`src/core/host_fifo_pkg.sv`:
```
/*
 * Shared constants and carrier types for the host FIFO port block.
 * Assumes a byte-addressed host bus whose 32-bit words sit on aligned offsets.
 */
package host_fifo_pkg;

  localparam int ADDR_W     = 8;
  localparam int DATA_W     = 32;
  localparam int FIFO_DEPTH = 8;

  // Aliased data blocks span 32 bytes: 8 words at 32 bits, 16 halfwords at 16 bits.
  localparam int          ALIAS_SHIFT   = 5;
  localparam logic [2:0]  RX_DATA_BLOCK = 3'h0;
  localparam logic [2:0]  TX_DATA_BLOCK = 3'h1;
  localparam logic [7:0]  RX_STS_POP    = 8'h40;
  localparam logic [7:0]  RX_STS_PEEK   = 8'h44;
  localparam logic [7:0]  TX_STS_POP    = 8'h48;
  localparam logic [7:0]  TX_STS_PEEK   = 8'h4C;
  localparam logic [7:0]  CTRL_OFS      = 8'h50;
  localparam logic [7:0]  EVENT_OFS     = 8'h54;
  localparam logic [7:0]  LATCH_OFS     = 8'h58;
  localparam logic [7:0]  LEVEL_OFS     = 8'h5C;

  localparam int CTRL_SOFT_RST_BIT = 0;
  localparam int CTRL_RX_FLUSH_BIT = 1;
  localparam int CTRL_TX_FLUSH_BIT = 2;
  localparam int CTRL_SCRATCH_LSB  = 8;
  localparam int SCRATCH_W         = 8;

  localparam int EV_TX_OVR_BIT   = 0;
  localparam int EV_RX_UNDER_BIT = 1;
  localparam int EV_STS_UNDER_BIT = 2;
  localparam int EV_W            = 3;

  localparam int LAT_HIGH_BIT = 0;
  localparam int LAT_LOW_BIT  = 1;
  localparam int DROP_LSB     = 16;
  localparam int DROP_W       = 16;

  localparam int LVL_RX_STS_LSB  = 0;
  localparam int LVL_RX_DATA_LSB = 8;
  localparam int LVL_TX_STS_LSB  = 16;
  localparam int LVL_TX_DATA_LSB = 24;

  localparam logic [SCRATCH_W-1:0] SCRATCH_RST = 8'h00;
  localparam logic [EV_W-1:0]      EVENT_RST   = 3'h0;
  localparam logic [DROP_W-1:0]    DROP_RST    = 16'h0000;
  localparam logic [DATA_W-1:0]    WORD_ZERO   = 32'h00000000;
  localparam logic [DATA_W-1:0]    MASK_LO16   = 32'h0000FFFF;
  localparam logic [DATA_W-1:0]    MASK_HI16   = 32'hFFFF0000;

  typedef struct packed {
    logic              rd;
    logic              wr;
    logic [ADDR_W-1:0] addr;
    logic [DATA_W-1:0] wdata;
  } host_req_t;

endpackage

```
`src/core/fifo_buf.sv`:
```
/*
 * Synchronous FIFO with a registered head word and a run-time capacity limit.
 * Assumes one clock, a synchronous active-low reset and a clock enable.
 */
`timescale 1ns/100ps
module fifo_buf #(
  parameter int WIDTH = 32,
  parameter int DEPTH = 8,
  parameter int LVL_W = $clog2(DEPTH + 1)
) (
  input  wire logic             sys_clk_i,
  input  wire logic             rst_n_i,
  input  wire logic             ce_i,
  input  wire logic             clear_i,
  input  wire logic [LVL_W-1:0] limit_i,
  input  wire logic [WIDTH-1:0] in_data_i,
  input  wire logic             in_valid_i,
  output logic                  in_ready_o,
  output logic      [WIDTH-1:0] out_data_o,
  output logic                  out_valid_o,
  input  wire logic             out_ready_i,
  output logic      [LVL_W-1:0] level_o
);
  localparam int PTR_W = (DEPTH > 1) ? $clog2(DEPTH) : 1;

  logic [WIDTH-1:0] mem_q [DEPTH];
  logic [PTR_W-1:0] wr_ptr_q;
  logic [PTR_W-1:0] rd_ptr_q;
  logic [LVL_W-1:0] count_q;
  logic [LVL_W-1:0] cap;
  logic             push;
  logic             pop;

  function automatic logic [PTR_W-1:0] next_ptr(input logic [PTR_W-1:0] p);
    return (p == PTR_W'(DEPTH - 1)) ? '0 : p + 1'b1;
  endfunction

  // A zero or oversized limit falls back to the full depth rather than wedging the path.
  assign cap = (limit_i == '0 || limit_i > LVL_W'(DEPTH)) ? LVL_W'(DEPTH) : limit_i;
  assign in_ready_o  = (count_q < cap) && !clear_i;
  assign out_valid_o = (count_q != '0);
  assign level_o     = count_q;
  assign push        = in_valid_i && in_ready_o;
  assign pop         = out_valid_o && out_ready_i;

  always_ff @(posedge sys_clk_i)
  begin
    if (ce_i && push)
    begin
      mem_q[wr_ptr_q] <= in_data_i;
    end
  end

  always_ff @(posedge sys_clk_i)
  begin
    if (!rst_n_i || (ce_i && clear_i))
    begin
      wr_ptr_q <= '0;
      rd_ptr_q <= '0;
      count_q  <= '0;
    end
    else if (ce_i)
    begin
      if (push)
      begin
        wr_ptr_q <= next_ptr(wr_ptr_q);
      end
      if (pop)
      begin
        rd_ptr_q <= next_ptr(rd_ptr_q);
      end
      case ({push, pop})
        2'b10:   count_q <= count_q + 1'b1;
        2'b01:   count_q <= count_q - 1'b1;
        default: count_q <= count_q;
      endcase
    end
  end

  // The head is kept in a register so the host sees it without a memory read delay.
  always_ff @(posedge sys_clk_i)
  begin
    if (!rst_n_i)
    begin
      out_data_o <= '0;
    end
    else if (ce_i)
    begin
      if (push && (count_q == '0 || (count_q == LVL_W'(1) && pop)))
      begin
        out_data_o <= in_data_i;
      end
      else if (pop)
      begin
        out_data_o <= mem_q[next_ptr(rd_ptr_q)];
      end
    end
  end

endmodule

```
`src/core/host_fifo_ports.sv`:
```
/*
 * Host-facing FIFO ports: receive status, receive data, transmit status and transmit
 * data, plus a small control, event, latch and level register set on the same bus.
 * Assumes the host issues one-cycle read or write strobes synchronous to sys_clk_i,
 * and that the MAC side uses valid/ready streams on the same clock.
 */
// Function
// - Writes to read-only registers change nothing in the device.
// - Reads of write-only locations return all zero bits.
// - Write-one-clear bits read back live; one clears, zero leaves them.
// - Read-to-clear bits return to zero when their register is read.
// - Latched-low and latched-high bits hold until their register is read.
// - Software-reset-immune fields survive soft reset; only system reset sets them.
// - System, software or power-on reset loads every register with its default; soft reset leaves the scratch field as last written.
// - Four host FIFOs exist: receive status, receive data, transmit status, transmit data.
// - Receive status and both data FIFO sizes are adjustable by control inputs.
// - Receive status and receive data FIFOs are read-only; host writes do nothing.
// - Receive status pop address returns the head and removes it.
// - Receive status peek address returns the head and keeps it.
// - Every receive data port read returns the head word and advances; 16-bit hosts get one half per read and advance on the second.
// - Receive data port answers at eight words, or sixteen halfwords, of aliases.
// - Transmit status pop address returns the head and removes it.
// - Transmit status peek address returns the head without removing it.
// - Transmit data port is write-only: writes push, reads return zero.
// - Transmit data port accepts writes at any address of its alias block.
`timescale 1ns/100ps
module host_fifo_ports #(
  parameter int DEPTH = host_fifo_pkg::FIFO_DEPTH,
  parameter int LVL_W = $clog2(DEPTH + 1)
) (
  input  wire logic                       sys_clk_i,
  input  wire logic                       rst_n_i,
  input  wire logic                       ce_i,
  input  wire logic                       bus16_i,
  input  wire host_fifo_pkg::host_req_t   host_req_i,
  output logic [host_fifo_pkg::DATA_W-1:0] host_rdata_o,
  output logic                            host_rvalid_o,
  input  wire logic [LVL_W-1:0]           rx_sts_limit_i,
  input  wire logic [LVL_W-1:0]           rx_data_limit_i,
  input  wire logic [LVL_W-1:0]           tx_data_limit_i,
  input  wire logic [host_fifo_pkg::DATA_W-1:0] rx_data_i,
  input  wire logic                       rx_valid_i,
  output logic                            rx_ready_o,
  input  wire logic [host_fifo_pkg::DATA_W-1:0] rx_sts_i,
  input  wire logic                       rx_sts_valid_i,
  output logic                            rx_sts_ready_o,
  input  wire logic [host_fifo_pkg::DATA_W-1:0] tx_sts_i,
  input  wire logic                       tx_sts_valid_i,
  output logic                            tx_sts_ready_o,
  output logic [host_fifo_pkg::DATA_W-1:0] tx_data_o,
  output logic                            tx_valid_o,
  input  wire logic                       tx_ready_i,
  input  wire logic                       frame_drop_i,
  input  wire logic                       link_up_i
);
  localparam int DW = host_fifo_pkg::DATA_W;

  logic [DW-1:0]    rxs_head;
  logic [DW-1:0]    rxd_head;
  logic [DW-1:0]    txs_head;
  logic             rxs_valid;
  logic             rxd_valid;
  logic             txs_valid;
  logic             txd_ready;
  logic [LVL_W-1:0] rxs_lvl;
  logic [LVL_W-1:0] rxd_lvl;
  logic [LVL_W-1:0] txs_lvl;
  logic [LVL_W-1:0] txd_lvl;

  logic             soft_rst_q;
  logic             rx_flush_q;
  logic             tx_flush_q;
  logic [host_fifo_pkg::SCRATCH_W-1:0] scratch_q;
  logic [host_fifo_pkg::EV_W-1:0]      event_q;
  logic             lat_high_q;
  logic             lat_low_q;
  logic [host_fifo_pkg::DROP_W-1:0]    drop_q;
  logic             rx_half_q;
  logic             tx_half_q;
  logic [15:0]      tx_low_q;

  logic             any_rst;
  logic [7:0]       word_addr;
  logic [2:0]       block;
  logic             hit_rxd;
  logic             hit_txd;
  logic             rd_hi;
  logic [DW-1:0]    wmask;
  logic [DW-1:0]    wfull;
  logic [DW-1:0]    ctrl_word;
  logic [DW-1:0]    event_word;
  logic [DW-1:0]    latch_word;
  logic [DW-1:0]    level_word;
  logic [DW-1:0]    rd_word;
  logic             rxs_pop;
  logic             rxd_pop;
  logic             txs_pop;
  logic             rxd_take;
  logic             latch_read;
  logic [host_fifo_pkg::EV_W-1:0] ev_set;
  logic             txd_wr;
  logic             txd_push;
  logic [DW-1:0]    txd_word;
  logic             ctrl_wr;
  logic             event_wr;
  logic             rx_clear;
  logic             tx_clear;

  assign any_rst   = !rst_n_i || (ce_i && soft_rst_q);
  assign word_addr = {host_req_i.addr[7:2], 2'b00};
  assign block     = host_req_i.addr[7:host_fifo_pkg::ALIAS_SHIFT];
  assign hit_rxd   = (block == host_fifo_pkg::RX_DATA_BLOCK);
  assign hit_txd   = (block == host_fifo_pkg::TX_DATA_BLOCK);
  assign rx_clear  = soft_rst_q || rx_flush_q;
  assign tx_clear  = soft_rst_q || tx_flush_q;

  // In 16-bit mode a write lands in the half that the address selects.
  assign wmask = !bus16_i ? '1 :
                 (host_req_i.addr[1] ? host_fifo_pkg::MASK_HI16 : host_fifo_pkg::MASK_LO16);
  assign wfull = bus16_i ? {2{host_req_i.wdata[15:0]}} : host_req_i.wdata;

  assign ctrl_word  = (DW'(scratch_q) << host_fifo_pkg::CTRL_SCRATCH_LSB)
                    | (DW'(soft_rst_q) << host_fifo_pkg::CTRL_SOFT_RST_BIT)
                    | (DW'(rx_flush_q) << host_fifo_pkg::CTRL_RX_FLUSH_BIT)
                    | (DW'(tx_flush_q) << host_fifo_pkg::CTRL_TX_FLUSH_BIT);
  assign event_word = DW'(event_q);
  assign latch_word = (DW'(drop_q) << host_fifo_pkg::DROP_LSB)
                    | (DW'(lat_high_q) << host_fifo_pkg::LAT_HIGH_BIT)
                    | (DW'(lat_low_q) << host_fifo_pkg::LAT_LOW_BIT);
  assign level_word = (DW'(rxs_lvl) << host_fifo_pkg::LVL_RX_STS_LSB)
                    | (DW'(rxd_lvl) << host_fifo_pkg::LVL_RX_DATA_LSB)
                    | (DW'(txs_lvl) << host_fifo_pkg::LVL_TX_STS_LSB)
                    | (DW'(txd_lvl) << host_fifo_pkg::LVL_TX_DATA_LSB);

  // Read decode: pops happen in the strobe cycle, data is registered one cycle later.
  always_comb
  begin
    rd_word    = host_fifo_pkg::WORD_ZERO;
    rxs_pop    = 1'b0;
    rxd_pop    = 1'b0;
    txs_pop    = 1'b0;
    rxd_take   = 1'b0;
    latch_read = 1'b0;
    ev_set     = '0;
    rd_hi      = host_req_i.addr[1];
    if (host_req_i.rd)
    begin
      if (hit_rxd)
      begin
        rd_word  = rxd_head;
        rd_hi    = rx_half_q;
        rxd_take = !bus16_i || rx_half_q;
        rxd_pop  = rxd_take && rxd_valid;
        ev_set[host_fifo_pkg::EV_RX_UNDER_BIT] = rxd_take && !rxd_valid;
      end
      else if (hit_txd)
      begin
        rd_word = host_fifo_pkg::WORD_ZERO;
      end
      else if (word_addr == host_fifo_pkg::RX_STS_POP)
      begin
        rd_word = rxs_head;
        rxs_pop = (!bus16_i || host_req_i.addr[1]) && rxs_valid;
        ev_set[host_fifo_pkg::EV_STS_UNDER_BIT] = !rxs_valid;
      end
      else if (word_addr == host_fifo_pkg::RX_STS_PEEK)
      begin
        rd_word = rxs_head;
      end
      else if (word_addr == host_fifo_pkg::TX_STS_POP)
      begin
        rd_word = txs_head;
        txs_pop = (!bus16_i || host_req_i.addr[1]) && txs_valid;
        ev_set[host_fifo_pkg::EV_STS_UNDER_BIT] = !txs_valid;
      end
      else if (word_addr == host_fifo_pkg::TX_STS_PEEK)
      begin
        rd_word = txs_head;
      end
      else if (word_addr == host_fifo_pkg::CTRL_OFS)
      begin
        rd_word = ctrl_word;
      end
      else if (word_addr == host_fifo_pkg::EVENT_OFS)
      begin
        rd_word = event_word;
      end
      else if (word_addr == host_fifo_pkg::LATCH_OFS)
      begin
        rd_word    = latch_word;
        latch_read = !bus16_i || host_req_i.addr[1];
      end
      else if (word_addr == host_fifo_pkg::LEVEL_OFS)
      begin
        rd_word = level_word;
      end
      else
      begin
        rd_word = host_fifo_pkg::WORD_ZERO;
      end
    end
    if (txd_wr && !tx_half_q && !txd_ready)
    begin
      ev_set[host_fifo_pkg::EV_TX_OVR_BIT] = 1'b1;
    end
    else if (txd_wr && bus16_i && tx_half_q && !txd_ready)
    begin
      ev_set[host_fifo_pkg::EV_TX_OVR_BIT] = 1'b1;
    end
  end

  // Writes to the receive ports, status ports and the level register fall through
  // every decode below and therefore alter nothing.
  assign txd_wr   = host_req_i.wr && hit_txd;
  assign txd_push = txd_wr && (!bus16_i || tx_half_q);
  assign txd_word = bus16_i ? {host_req_i.wdata[15:0], tx_low_q} : host_req_i.wdata;
  assign ctrl_wr  = host_req_i.wr && !hit_rxd && !hit_txd
                    && (word_addr == host_fifo_pkg::CTRL_OFS);
  assign event_wr = host_req_i.wr && !hit_rxd && !hit_txd
                    && (word_addr == host_fifo_pkg::EVENT_OFS);

  always_ff @(posedge sys_clk_i)
  begin
    if (!rst_n_i)
    begin
      host_rdata_o  <= host_fifo_pkg::WORD_ZERO;
      host_rvalid_o <= 1'b0;
    end
    else if (ce_i)
    begin
      host_rvalid_o <= host_req_i.rd;
      if (host_req_i.rd)
      begin
        host_rdata_o <= !bus16_i ? rd_word :
                        (rd_hi ? {16'h0000, rd_word[31:16]} : {16'h0000, rd_word[15:0]});
      end
    end
  end

  // Self-clearing actions last exactly one cycle and then drop on their own.
  always_ff @(posedge sys_clk_i)
  begin
    if (any_rst)
    begin
      soft_rst_q <= 1'b0;
      rx_flush_q <= 1'b0;
      tx_flush_q <= 1'b0;
    end
    else if (ce_i)
    begin
      soft_rst_q <= ctrl_wr && wmask[host_fifo_pkg::CTRL_SOFT_RST_BIT]
                    && wfull[host_fifo_pkg::CTRL_SOFT_RST_BIT];
      rx_flush_q <= ctrl_wr && wmask[host_fifo_pkg::CTRL_RX_FLUSH_BIT]
                    && wfull[host_fifo_pkg::CTRL_RX_FLUSH_BIT];
      tx_flush_q <= ctrl_wr && wmask[host_fifo_pkg::CTRL_TX_FLUSH_BIT]
                    && wfull[host_fifo_pkg::CTRL_TX_FLUSH_BIT];
    end
  end

  // The scratch field only answers to the system reset, so software can leave a marker
  // that tells it afterwards whether the last reset was its own.
  always_ff @(posedge sys_clk_i)
  begin
    if (!rst_n_i)
    begin
      scratch_q <= host_fifo_pkg::SCRATCH_RST;
    end
    else if (ce_i && ctrl_wr)
    begin
      scratch_q <= (scratch_q & ~wmask[15:8]) | (wfull[15:8] & wmask[15:8]);
    end
  end

  always_ff @(posedge sys_clk_i)
  begin
    if (any_rst)
    begin
      event_q <= host_fifo_pkg::EVENT_RST;
    end
    else if (ce_i)
    begin
      // A new event in the clearing cycle survives.
      event_q <= (event_q & ~(event_wr ? (wfull[2:0] & wmask[2:0]) : 3'h0)) | ev_set;
    end
  end

  always_ff @(posedge sys_clk_i)
  begin
    if (any_rst)
    begin
      lat_high_q <= 1'b0;
      lat_low_q  <= 1'b1;
    end
    else if (ce_i)
    begin
      lat_high_q <= !rx_sts_ready_o || (lat_high_q && !latch_read);
      lat_low_q  <= link_up_i && (lat_low_q || latch_read);
    end
  end

  always_ff @(posedge sys_clk_i)
  begin
    if (any_rst)
    begin
      drop_q <= host_fifo_pkg::DROP_RST;
    end
    else if (ce_i)
    begin
      if (latch_read)
      begin
        drop_q <= frame_drop_i ? 16'h0001 : host_fifo_pkg::DROP_RST;
      end
      else if (frame_drop_i && drop_q != 16'hFFFF)
      begin
        drop_q <= drop_q + 16'h0001;
      end
    end
  end

  // Halfword pairing for 16-bit hosts: low half first, high half completes the word.
  always_ff @(posedge sys_clk_i)
  begin
    if (any_rst || (ce_i && !bus16_i))
    begin
      rx_half_q <= 1'b0;
      tx_half_q <= 1'b0;
      tx_low_q  <= 16'h0000;
    end
    else if (ce_i)
    begin
      if (host_req_i.rd && hit_rxd)
      begin
        rx_half_q <= !rx_half_q;
      end
      if (txd_wr)
      begin
        tx_half_q <= !tx_half_q;
        if (!tx_half_q)
        begin
          tx_low_q <= host_req_i.wdata[15:0];
        end
      end
    end
  end

  // One buffer per host-visible queue; the transmit status queue always uses full depth.
  fifo_buf #(.WIDTH(DW), .DEPTH(DEPTH), .LVL_W(LVL_W)) u_rx_sts (
    .sys_clk_i   (sys_clk_i),
    .rst_n_i     (rst_n_i),
    .ce_i        (ce_i),
    .clear_i     (soft_rst_q),
    .limit_i     (rx_sts_limit_i),
    .in_data_i   (rx_sts_i),
    .in_valid_i  (rx_sts_valid_i),
    .in_ready_o  (rx_sts_ready_o),
    .out_data_o  (rxs_head),
    .out_valid_o (rxs_valid),
    .out_ready_i (rxs_pop),
    .level_o     (rxs_lvl)
  );

  fifo_buf #(.WIDTH(DW), .DEPTH(DEPTH), .LVL_W(LVL_W)) u_rx_data (
    .sys_clk_i   (sys_clk_i),
    .rst_n_i     (rst_n_i),
    .ce_i        (ce_i),
    .clear_i     (rx_clear),
    .limit_i     (rx_data_limit_i),
    .in_data_i   (rx_data_i),
    .in_valid_i  (rx_valid_i),
    .in_ready_o  (rx_ready_o),
    .out_data_o  (rxd_head),
    .out_valid_o (rxd_valid),
    .out_ready_i (rxd_pop),
    .level_o     (rxd_lvl)
  );

  fifo_buf #(.WIDTH(DW), .DEPTH(DEPTH), .LVL_W(LVL_W)) u_tx_sts (
    .sys_clk_i   (sys_clk_i),
    .rst_n_i     (rst_n_i),
    .ce_i        (ce_i),
    .clear_i     (soft_rst_q),
    .limit_i     (LVL_W'(DEPTH)),
    .in_data_i   (tx_sts_i),
    .in_valid_i  (tx_sts_valid_i),
    .in_ready_o  (tx_sts_ready_o),
    .out_data_o  (txs_head),
    .out_valid_o (txs_valid),
    .out_ready_i (txs_pop),
    .level_o     (txs_lvl)
  );

  // A host write into a full transmit queue is dropped and flagged, not stalled,
  // because the host bus has no wait signal.
  fifo_buf #(.WIDTH(DW), .DEPTH(DEPTH), .LVL_W(LVL_W)) u_tx_data (
    .sys_clk_i   (sys_clk_i),
    .rst_n_i     (rst_n_i),
    .ce_i        (ce_i),
    .clear_i     (tx_clear),
    .limit_i     (tx_data_limit_i),
    .in_data_i   (txd_word),
    .in_valid_i  (txd_push),
    .in_ready_o  (txd_ready),
    .out_data_o  (tx_data_o),
    .out_valid_o (tx_valid_o),
    .out_ready_i (tx_ready_i),
    .level_o     (txd_lvl)
  );

endmodule

```
`config.mk`:
```
export PLATFORM = sky130hd
export DESIGN_NAME = host_fifo_ports
export DESIGN_NICKNAME = d
export VERILOG_FILES = /design/src/core/host_fifo_pkg.sv /design/src/core/fifo_buf.sv /design/src/core/host_fifo_ports.sv
export SDC_FILE = /design/constraint.sdc
export NUM_CORES = 2
export LEC_CHECK = 0
export BUFFER_PORTS_ARGS = -buffer_cell sky130_fd_sc_hd__buf_4
export CAP_MARGIN = 20
export CORE_MARGIN = 3
export CORE_UTILIZATION = 60
export DETAILED_ROUTE_END_ITERATION = 8
export GPL_ROUTABILITY_DRIVEN = 0
export PLACE_DENSITY_LB_ADDON = 0.25
export SLEW_MARGIN = 20
export SYNTH_ARGS = -nofsm -noshare
export SYNTH_HDL_FRONTEND = slang
export SYNTH_SLANG_ARGS = --single-unit
```
`constraint.sdc`:
```
create_clock -name sys_clk_i -period 15.15 [get_ports sys_clk_i]
set_input_delay 0.7575 -clock sys_clk_i [delete_from_list [all_inputs] [get_ports sys_clk_i]]
set_output_delay 0.7575 -clock sys_clk_i [all_outputs]
set_load 0.03 [all_outputs]
```
### After elaboration in Yosys (flattened, before gate mapping)

Memory sizes are Yosys's and may differ from the RTL's.
Index checks and enable logic that the tools add are counted.

| word-level totals | value |
|---|---|
| flip-flop bits (word level) | 251 |
| memory bits (writable) | 1,024 |
| bits of input ports | 160 |
| memories kept | 4 |

| cells by class | value |
|---|---|
| add/subtract/negate cells | 17 |
| $lt $le $gt $ge | 7 |
| equality and inequality tests | 30 |
| multiplexer cells | 83 |
| bitwise gates (word level) | 17 |
| reductions and logical operators | 129 |

Memory list:

| memory | words | bits a word | rd ports | clocked after memory_dff | write ports | line | RTL |
|---|---|---|---|---|---|---|---|
| u_rx_data.mem_q | 8 | 32 | 1 | 0 | 1 | fifo_buf.sv:26 | `logic [WIDTH-1:0] mem_q [DEPTH];` |
| u_rx_sts.mem_q | 8 | 32 | 1 | 0 | 1 | fifo_buf.sv:26 |  |
| u_tx_data.mem_q | 8 | 32 | 1 | 0 | 1 | fifo_buf.sv:26 |  |
| u_tx_sts.mem_q | 8 | 32 | 1 | 0 | 1 | fifo_buf.sv:26 |  |

Operators by type and width:

| kind | count |
|---|---|
| 32-bit two-way mux | 19 |
| 16-bit two-way mux | 5 |
| 1-bit logical AND | 54 |
| 6-bit by 5-bit equality test with 1-bit output, second input constant | 8 |
| 1-bit two-way mux | 41 |
| 2-bit AND reduction | 20 |
| 32-bit by 1-bit bitwise OR with 32-bit output | 1 |
| 32-bit by 2-bit bitwise OR with 32-bit output | 1 |
| 4-bit case mux with 2 select lines | 4 |
| 4-bit logical NOT | 7 |
| 28-bit two-way mux | 1 |
| 20-bit by 28-bit bitwise OR with 28-bit output | 1 |
| 3-bit two-way mux | 9 |
| 3-bit by 1-bit adder with 3-bit output, second input constant | 8 |
| 3-bit equality test, second input constant | 8 |
| 12-bit by 20-bit bitwise OR with 20-bit output | 1 |
| 1-bit logical OR | 18 |
| 2-bit nonzero test | 9 |
| 16-bit by 1-bit adder with 16-bit output, second input constant | 1 |
| 4-bit by 1-bit adder with 4-bit output, second input constant | 4 |
| 8-bit AND | 2 |
| 4-bit by 1-bit equality test with 1-bit output, second input constant | 4 |
| 16-bit inequality test, second input constant | 1 |
| 16-bit by 1-bit bitwise OR with 16-bit output | 1 |
| other kinds (22) | 55 |

### Logic depth before layout (Yosys ltp)

| logic depth | value |
|---|---|
| depth after elaboration | 15 |
| depth in mapped cells | 15 |

### Modules after synthesis

Synthesis repeated with hierarchy kept, for this count alone.

| second synthesis, totals | value |
|---|---|
| cells, all modules | 3,741 |
| area total of the unflattened synthesis | 52,850.7 µm² |

Modules (own cells, without submodules):

| module | times used | cells an instance | area an instance (µm²) | sequential area each (µm²) |
|---|---|---|---|---|
| fifo_buf (u_rx_sts ...) | 2 | 683 | 11,639.9 | 8,528.2 |
| fifo_buf (u_rx_data) | 1 | 873 | 12,274.3 | 8,528.2 |
| fifo_buf (u_tx_data) | 1 | 868 | 12,049.1 | 8,528.2 |
| host_fifo_ports | 1 | 634 | 5,247.5 | 1,661.6 |

### Least setup slack after synthesis

Ideal clock, no wire load.

| path | value |
|---|---|
| path kind | in2reg |
| start point | in tx_data_limit_i[3] |
| end point | mem u_tx_data.mem_q[4][0] (enable) |
| library setup time | 0.513 ns |
| arrival time | 5.667 ns |
| data required time | 14.637 ns |
| setup slack | 8.970 ns |
| cell stages on the path | 7 |
| path buffers | 1 |
| path through | nand2b_1 -> ha_1 -> a21o_1 -> a2111oi_1 -> nand3_1 -> clkbuf_1 -> nor4b_1 |

| between the ends | value |
|---|---|
| cells in the longest elaborated chain, start to end | 9 |

Ends and longest elaborated chain:

| what | line | RTL |
|---|---|---|
| from (decl) | host_fifo_ports.sv:40 | `input wire logic [LVL_W-1:0] tx_data_limit_i,` |
| 4-bit > comparator / 4-bit logical NOT (equally long branches) | fifo_buf.sv:39 | `assign cap = (limit_i == '0 \|\| limit_i > LVL_W'(DEPTH)) ? LVL_W'(DEPTH) : limit_i;` |
| 1-bit logical OR | fifo_buf.sv:39 |  |
| 4-bit two-way mux (*) | fifo_buf.sv:39 |  |
| 4-bit less-than comparator (*) | fifo_buf.sv:40 | `assign in_ready_o = (count_q < cap) && !clear_i;` |
| 1-bit logical AND (*) | fifo_buf.sv:40 |  |
| 1-bit logical AND (*) | fifo_buf.sv:43 | `assign push = in_valid_i && in_ready_o;` |
| 1-bit logical AND (*) | fifo_buf.sv:48 | `if (ce_i && push)` |
| 1-bit two-way mux (*) | fifo_buf.sv:48 |  |
| 1-bit two-way mux (not written as such) (*) | fifo_buf.sv:50 | `mem_q[wr_ptr_q] <= in_data_i;` |
| to (decl) | fifo_buf.sv:26 |  |

Mark *: on every way between the ends. The rest lies on a longest branch, timed or not.

### Worst setup path in the final report

| path | value |
|---|---|
| start point | reg u_tx_data.count_q[2] (netlist: u_tx_data.level_o[2]) |
| end point | mem u_tx_data.mem_q[7][8] (enable) |

| between the ends | value |
|---|---|
| cells in the longest elaborated chain, start to end | 6 |

Ends and longest elaborated chain:

| what | line | RTL |
|---|---|---|
| from (decl) | fifo_buf.sv:29 | `logic [LVL_W-1:0] count_q;` |
| from (signal assigned) | fifo_buf.sv:73 | `2'b10: count_q <= count_q + 1'b1;` |
| from (signal assigned) | fifo_buf.sv:74 | `2'b01: count_q <= count_q - 1'b1;` |
| from (signal assigned) | fifo_buf.sv:75 | `default: count_q <= count_q;` |
| 4-bit less-than comparator | fifo_buf.sv:40 |  |
| 1-bit logical AND | fifo_buf.sv:40 |  |
| 1-bit logical AND | fifo_buf.sv:43 |  |
| 1-bit logical AND | fifo_buf.sv:48 |  |
| 1-bit two-way mux | fifo_buf.sv:48 |  |
| 1-bit two-way mux (not written as such) | fifo_buf.sv:50 |  |

No other way between the ends.

==> summary.txt <==
Run status
  • Status: complete, no violations

Synthesis
  • Seq/Total Area, Yosys: 0.694
  • Post-synth net total: 3,282
  • Top cells by area, synth: edfxtp_1, dfxtp_1, mux4_2, mux2i_1, a221o_1
  • Post-synth design cell area: 51,500 um2
  • Distinct cells, synth: 84
  • Post-synth EDFFs: 1,024
  • Post-synth top area cell: edfxtp_1
  • Synth cell count leaders: edfxtp_1, dfxtp_1, mux4_2
  • Gate Count Post-Synth: 3,080
  • Avg Cell Area, Syn: 16.7 um2
  • Synth warnings: 0
  • Top-area cell type share of the netlist area: 0.597
  • Most frequent cell after synthesis: edfxtp_1
  • Number of synthesized register bits: 1,275
  • Async SR Flop Fraction: 0
  • Synth Flop Type: edfxtp_1

Die
  • Die extent in x: 299 um
  • Die area: 89,400 um2
  • Row Count: 106
  • Placeable Area: 84,400 um2
  • Initial core utilization: 0.611
  • I/O Pins: 229
  • Die Y: 299 um

Timing
  • Final hold violations: 0
  • RSZ-0062 raised after global routing: false
  • Relative slew slack: 0.290
  • Setup TNS: 0 ns
  • Slew Viols, Final: 0
  • Crit path time final: 4.15 ns
  • Final WS setup: 11.00 ns
  • Clock skew: 0.0229 ns
  • Final worst path period share: 0.274
  • Fmax: 241 MHz
  • Worst slew pin tran: 1.06 ns
  • Final setup vio count: 0

Clocking
  • CTS max path bufs: 3
  • Post-cts resize count: 0
  • Clock transition at path regs: 0.06 ns
  • Clock latency on the worst-skew pair: 0.71 ns
  • Total CTS buffers: 120
  • H-tree depth: 3
  • Postcts setup bufs: 0
  • Hold-fix buffers at CTS: 0
  • CTS root buf: clkbuf_16
  • CTS sink count: 1,275
  • CTS tree: done

Cells and area
  • Storage element area: 35,800 um2
  • Nets: 3,503
  • Area taken by multi-input logic gates: 15,100 um2
  • Layout fillers: 5,457
  • Proportion of layout cells with a drive suffix above 1: 0.249
  • Area Growth Syn to Fin: 14.1%
  • Fin util: 0.697

Routing
  • Initial DRT Pass Iterations: 6
  • Final WL: 131,000 um
  • ANT nets after route: 0
  • Routed via count: 30.4k
  • Mean number of vias per cell: 6.67
  • DRT iter0 DRCs: 3,491
  • DR DRC count: 0
  • DR WL/cell: 28.8 um

Global routing
  • Total gr overflow: 0
  • Largest net degree at the start of global routing: 70
  • Grt met3 use: 0.0657
  • Vias in the first global route: 30.5k
  • Initial antenna violation count: 17
  • All-Layer GR Usage: 0.292
  • First-pass GRT wire length: 195,000 um
  • Met1 usage: 0.392
  • GRT busiest layer: met2
  • Global Route met2 Usage: 0.470

Min path
  • Worst hold path class: primary input to flop

Placed design
  • Post-Place Setup Slack: 10.61 ns
  • Port buffer count: 227
  • DP Wirelength: 78,700 um

Critical path
  • Critical path arrival: 4.49 ns
  • Crit path launch type: flop
  • CP max FO: 25
  • Worst endpoint required time: 15.50 ns
  • Worst setup EP type: flop
  • Critical path class: flop to flop

Power
  • IR drop worst, VDD: 0.106 mV
  • Static Leak: 19.8 nW
  • P per Cell Area: 123 nW/um2

Run
  • Max-Cap Viols: 0
## critical path: stages, from the launching register on
cell,delay [ns]
dfxtp_1,0.55
ha_1,0.31
a21o_1,0.16
a2111oi_1,0.78
nand3_1,0.65
nor3_2,0.81
buf_4,0.53
## cell families after synthesis
group / count (synthesis) / share of synthesized area
xor gates and xnor gates: 17 / 0.00289
DFF: 1275 / 0.694
buffers and inverters: 236 / 0.0197
adders and majority gates: 42 / 0.0102
AOI/OAI and AO/OA: 547 / 0.0820
and+or+nand+nor: 564 / 0.0601
muxes: 399 / 0.131
## routing by layer
metal	vias up	wire length, um
met3	315	12700
li1	12925	-
met5	-	97
met1	15490	49300
met4	14	5140
met2	1626	63700
## placed cells by master (no fill, tap or decap), types with 14 or more instances in the layout
| cell | n |
|---|---|
| clkbuf_1 | 35 |
| nor3_1 | 47 |
| nand2_1 | 99 |
| nor2_1 | 83 |
| a211oi_1 | 61 |
| a32o_1 | 32 |
| nand2b_1 | 34 |
| mux2i_1 | 141 |
| a221o_1 | 67 |
| edfxtp_1 | 1024 |
| o21ai_0 | 109 |
| dfxtp_1 | 250 |
| clkbuf_16 | 122 |
| clkbuf_8 | 15 |
| a21oi_1 | 84 |
| ha_1 | 39 |
| a22oi_1 | 43 |
| mux2_2 | 44 |
| a2111oi_2 | 29 |
| nor2b_1 | 79 |
| mux4_2 | 214 |
| or3_1 | 51 |
| a32oi_1 | 14 |
| inv_1 | 29 |
| nand3_1 | 46 |
| buf_4 | 304 |
| clkinv_2 | 23 |
## cell type report
type | instances | area share
Multi-Input combinational cell | 1569 | 0.257
Timing Repair Buffer | 304 | 0.0388
Clock inverter | 58 | 0.0118
Antenna cell | 10 | 0.000426
Clock buffer | 172 | 0.0577
Inverter | 31 | 0.00198
Tap cell | 1134 | 0.0241
Sequential cell | 1275 | 0.609
## registers in the layout, indices dropped and copies added, names as in the netlist, 32 cells and up, named ones only
| signal | cells |
|---|---|
| host_rdata_o | 32 |
| u_rx_sts.mem_q | 256 |
| u_tx_data.mem_q | 256 |
| u_tx_data.out_data_o | 32 |
| u_rx_data.mem_q | 256 |
| u_rx_sts.out_data_o | 32 |
| u_tx_sts.out_data_o | 32 |
| u_rx_data.out_data_o | 32 |
| u_tx_sts.mem_q | 256 |
## through the flow
| step | hold slack, ns | total power, mW | std cells | cell area (um2) |
|---|---|---|---|---|
| 3_5_place_dp | 0.462 | 4.23 | 4313 | 54700 |
| 4_1_cts | 0.258 | 7.25 | 4543 | 58800 |
| 5_1_grt | 0.275 | 7.42 | 4549 | 58800 |
| 6_report | 0.292 | 7.22 | 4553 | 58800 |
| 2_1_floorplan | 0.435 | 4.07 | 3080 | 51500 |
| 3_3_place_gp | 0.451 | 4.21 | 4313 | 54700 |
## path summary, 6_finish.rpt
check,slack (ns),cells past startpoint,end,start
min,0.29,1,u_rx_sts.mem_q[6][4],rx_sts_i[4]
min reg2reg,0.47,2,u_rx_data.rd_ptr_q[2],u_rx_data.rd_ptr_q[2]
max,11.00,6,u_tx_data.mem_q[7][8],u_tx_data.level_o[2]
max reg2reg,11.00,6,u_tx_data.mem_q[7][8],u_tx_data.level_o[2]
## power breakdown
| part | switching (mW) | internal [mW] | leakage [nW] |
|---|---|---|---|
| logic | 0.199 | 0.102 | 6.57 |
| registers | 0.0364 | 3.83 | 11.3 |
| clock network | 1.29 | 1.77 | 1.99 |
| total | 1.52 | 5.70 | 19.8 |
No activity file was read; power rests on OpenSTA's default activity.
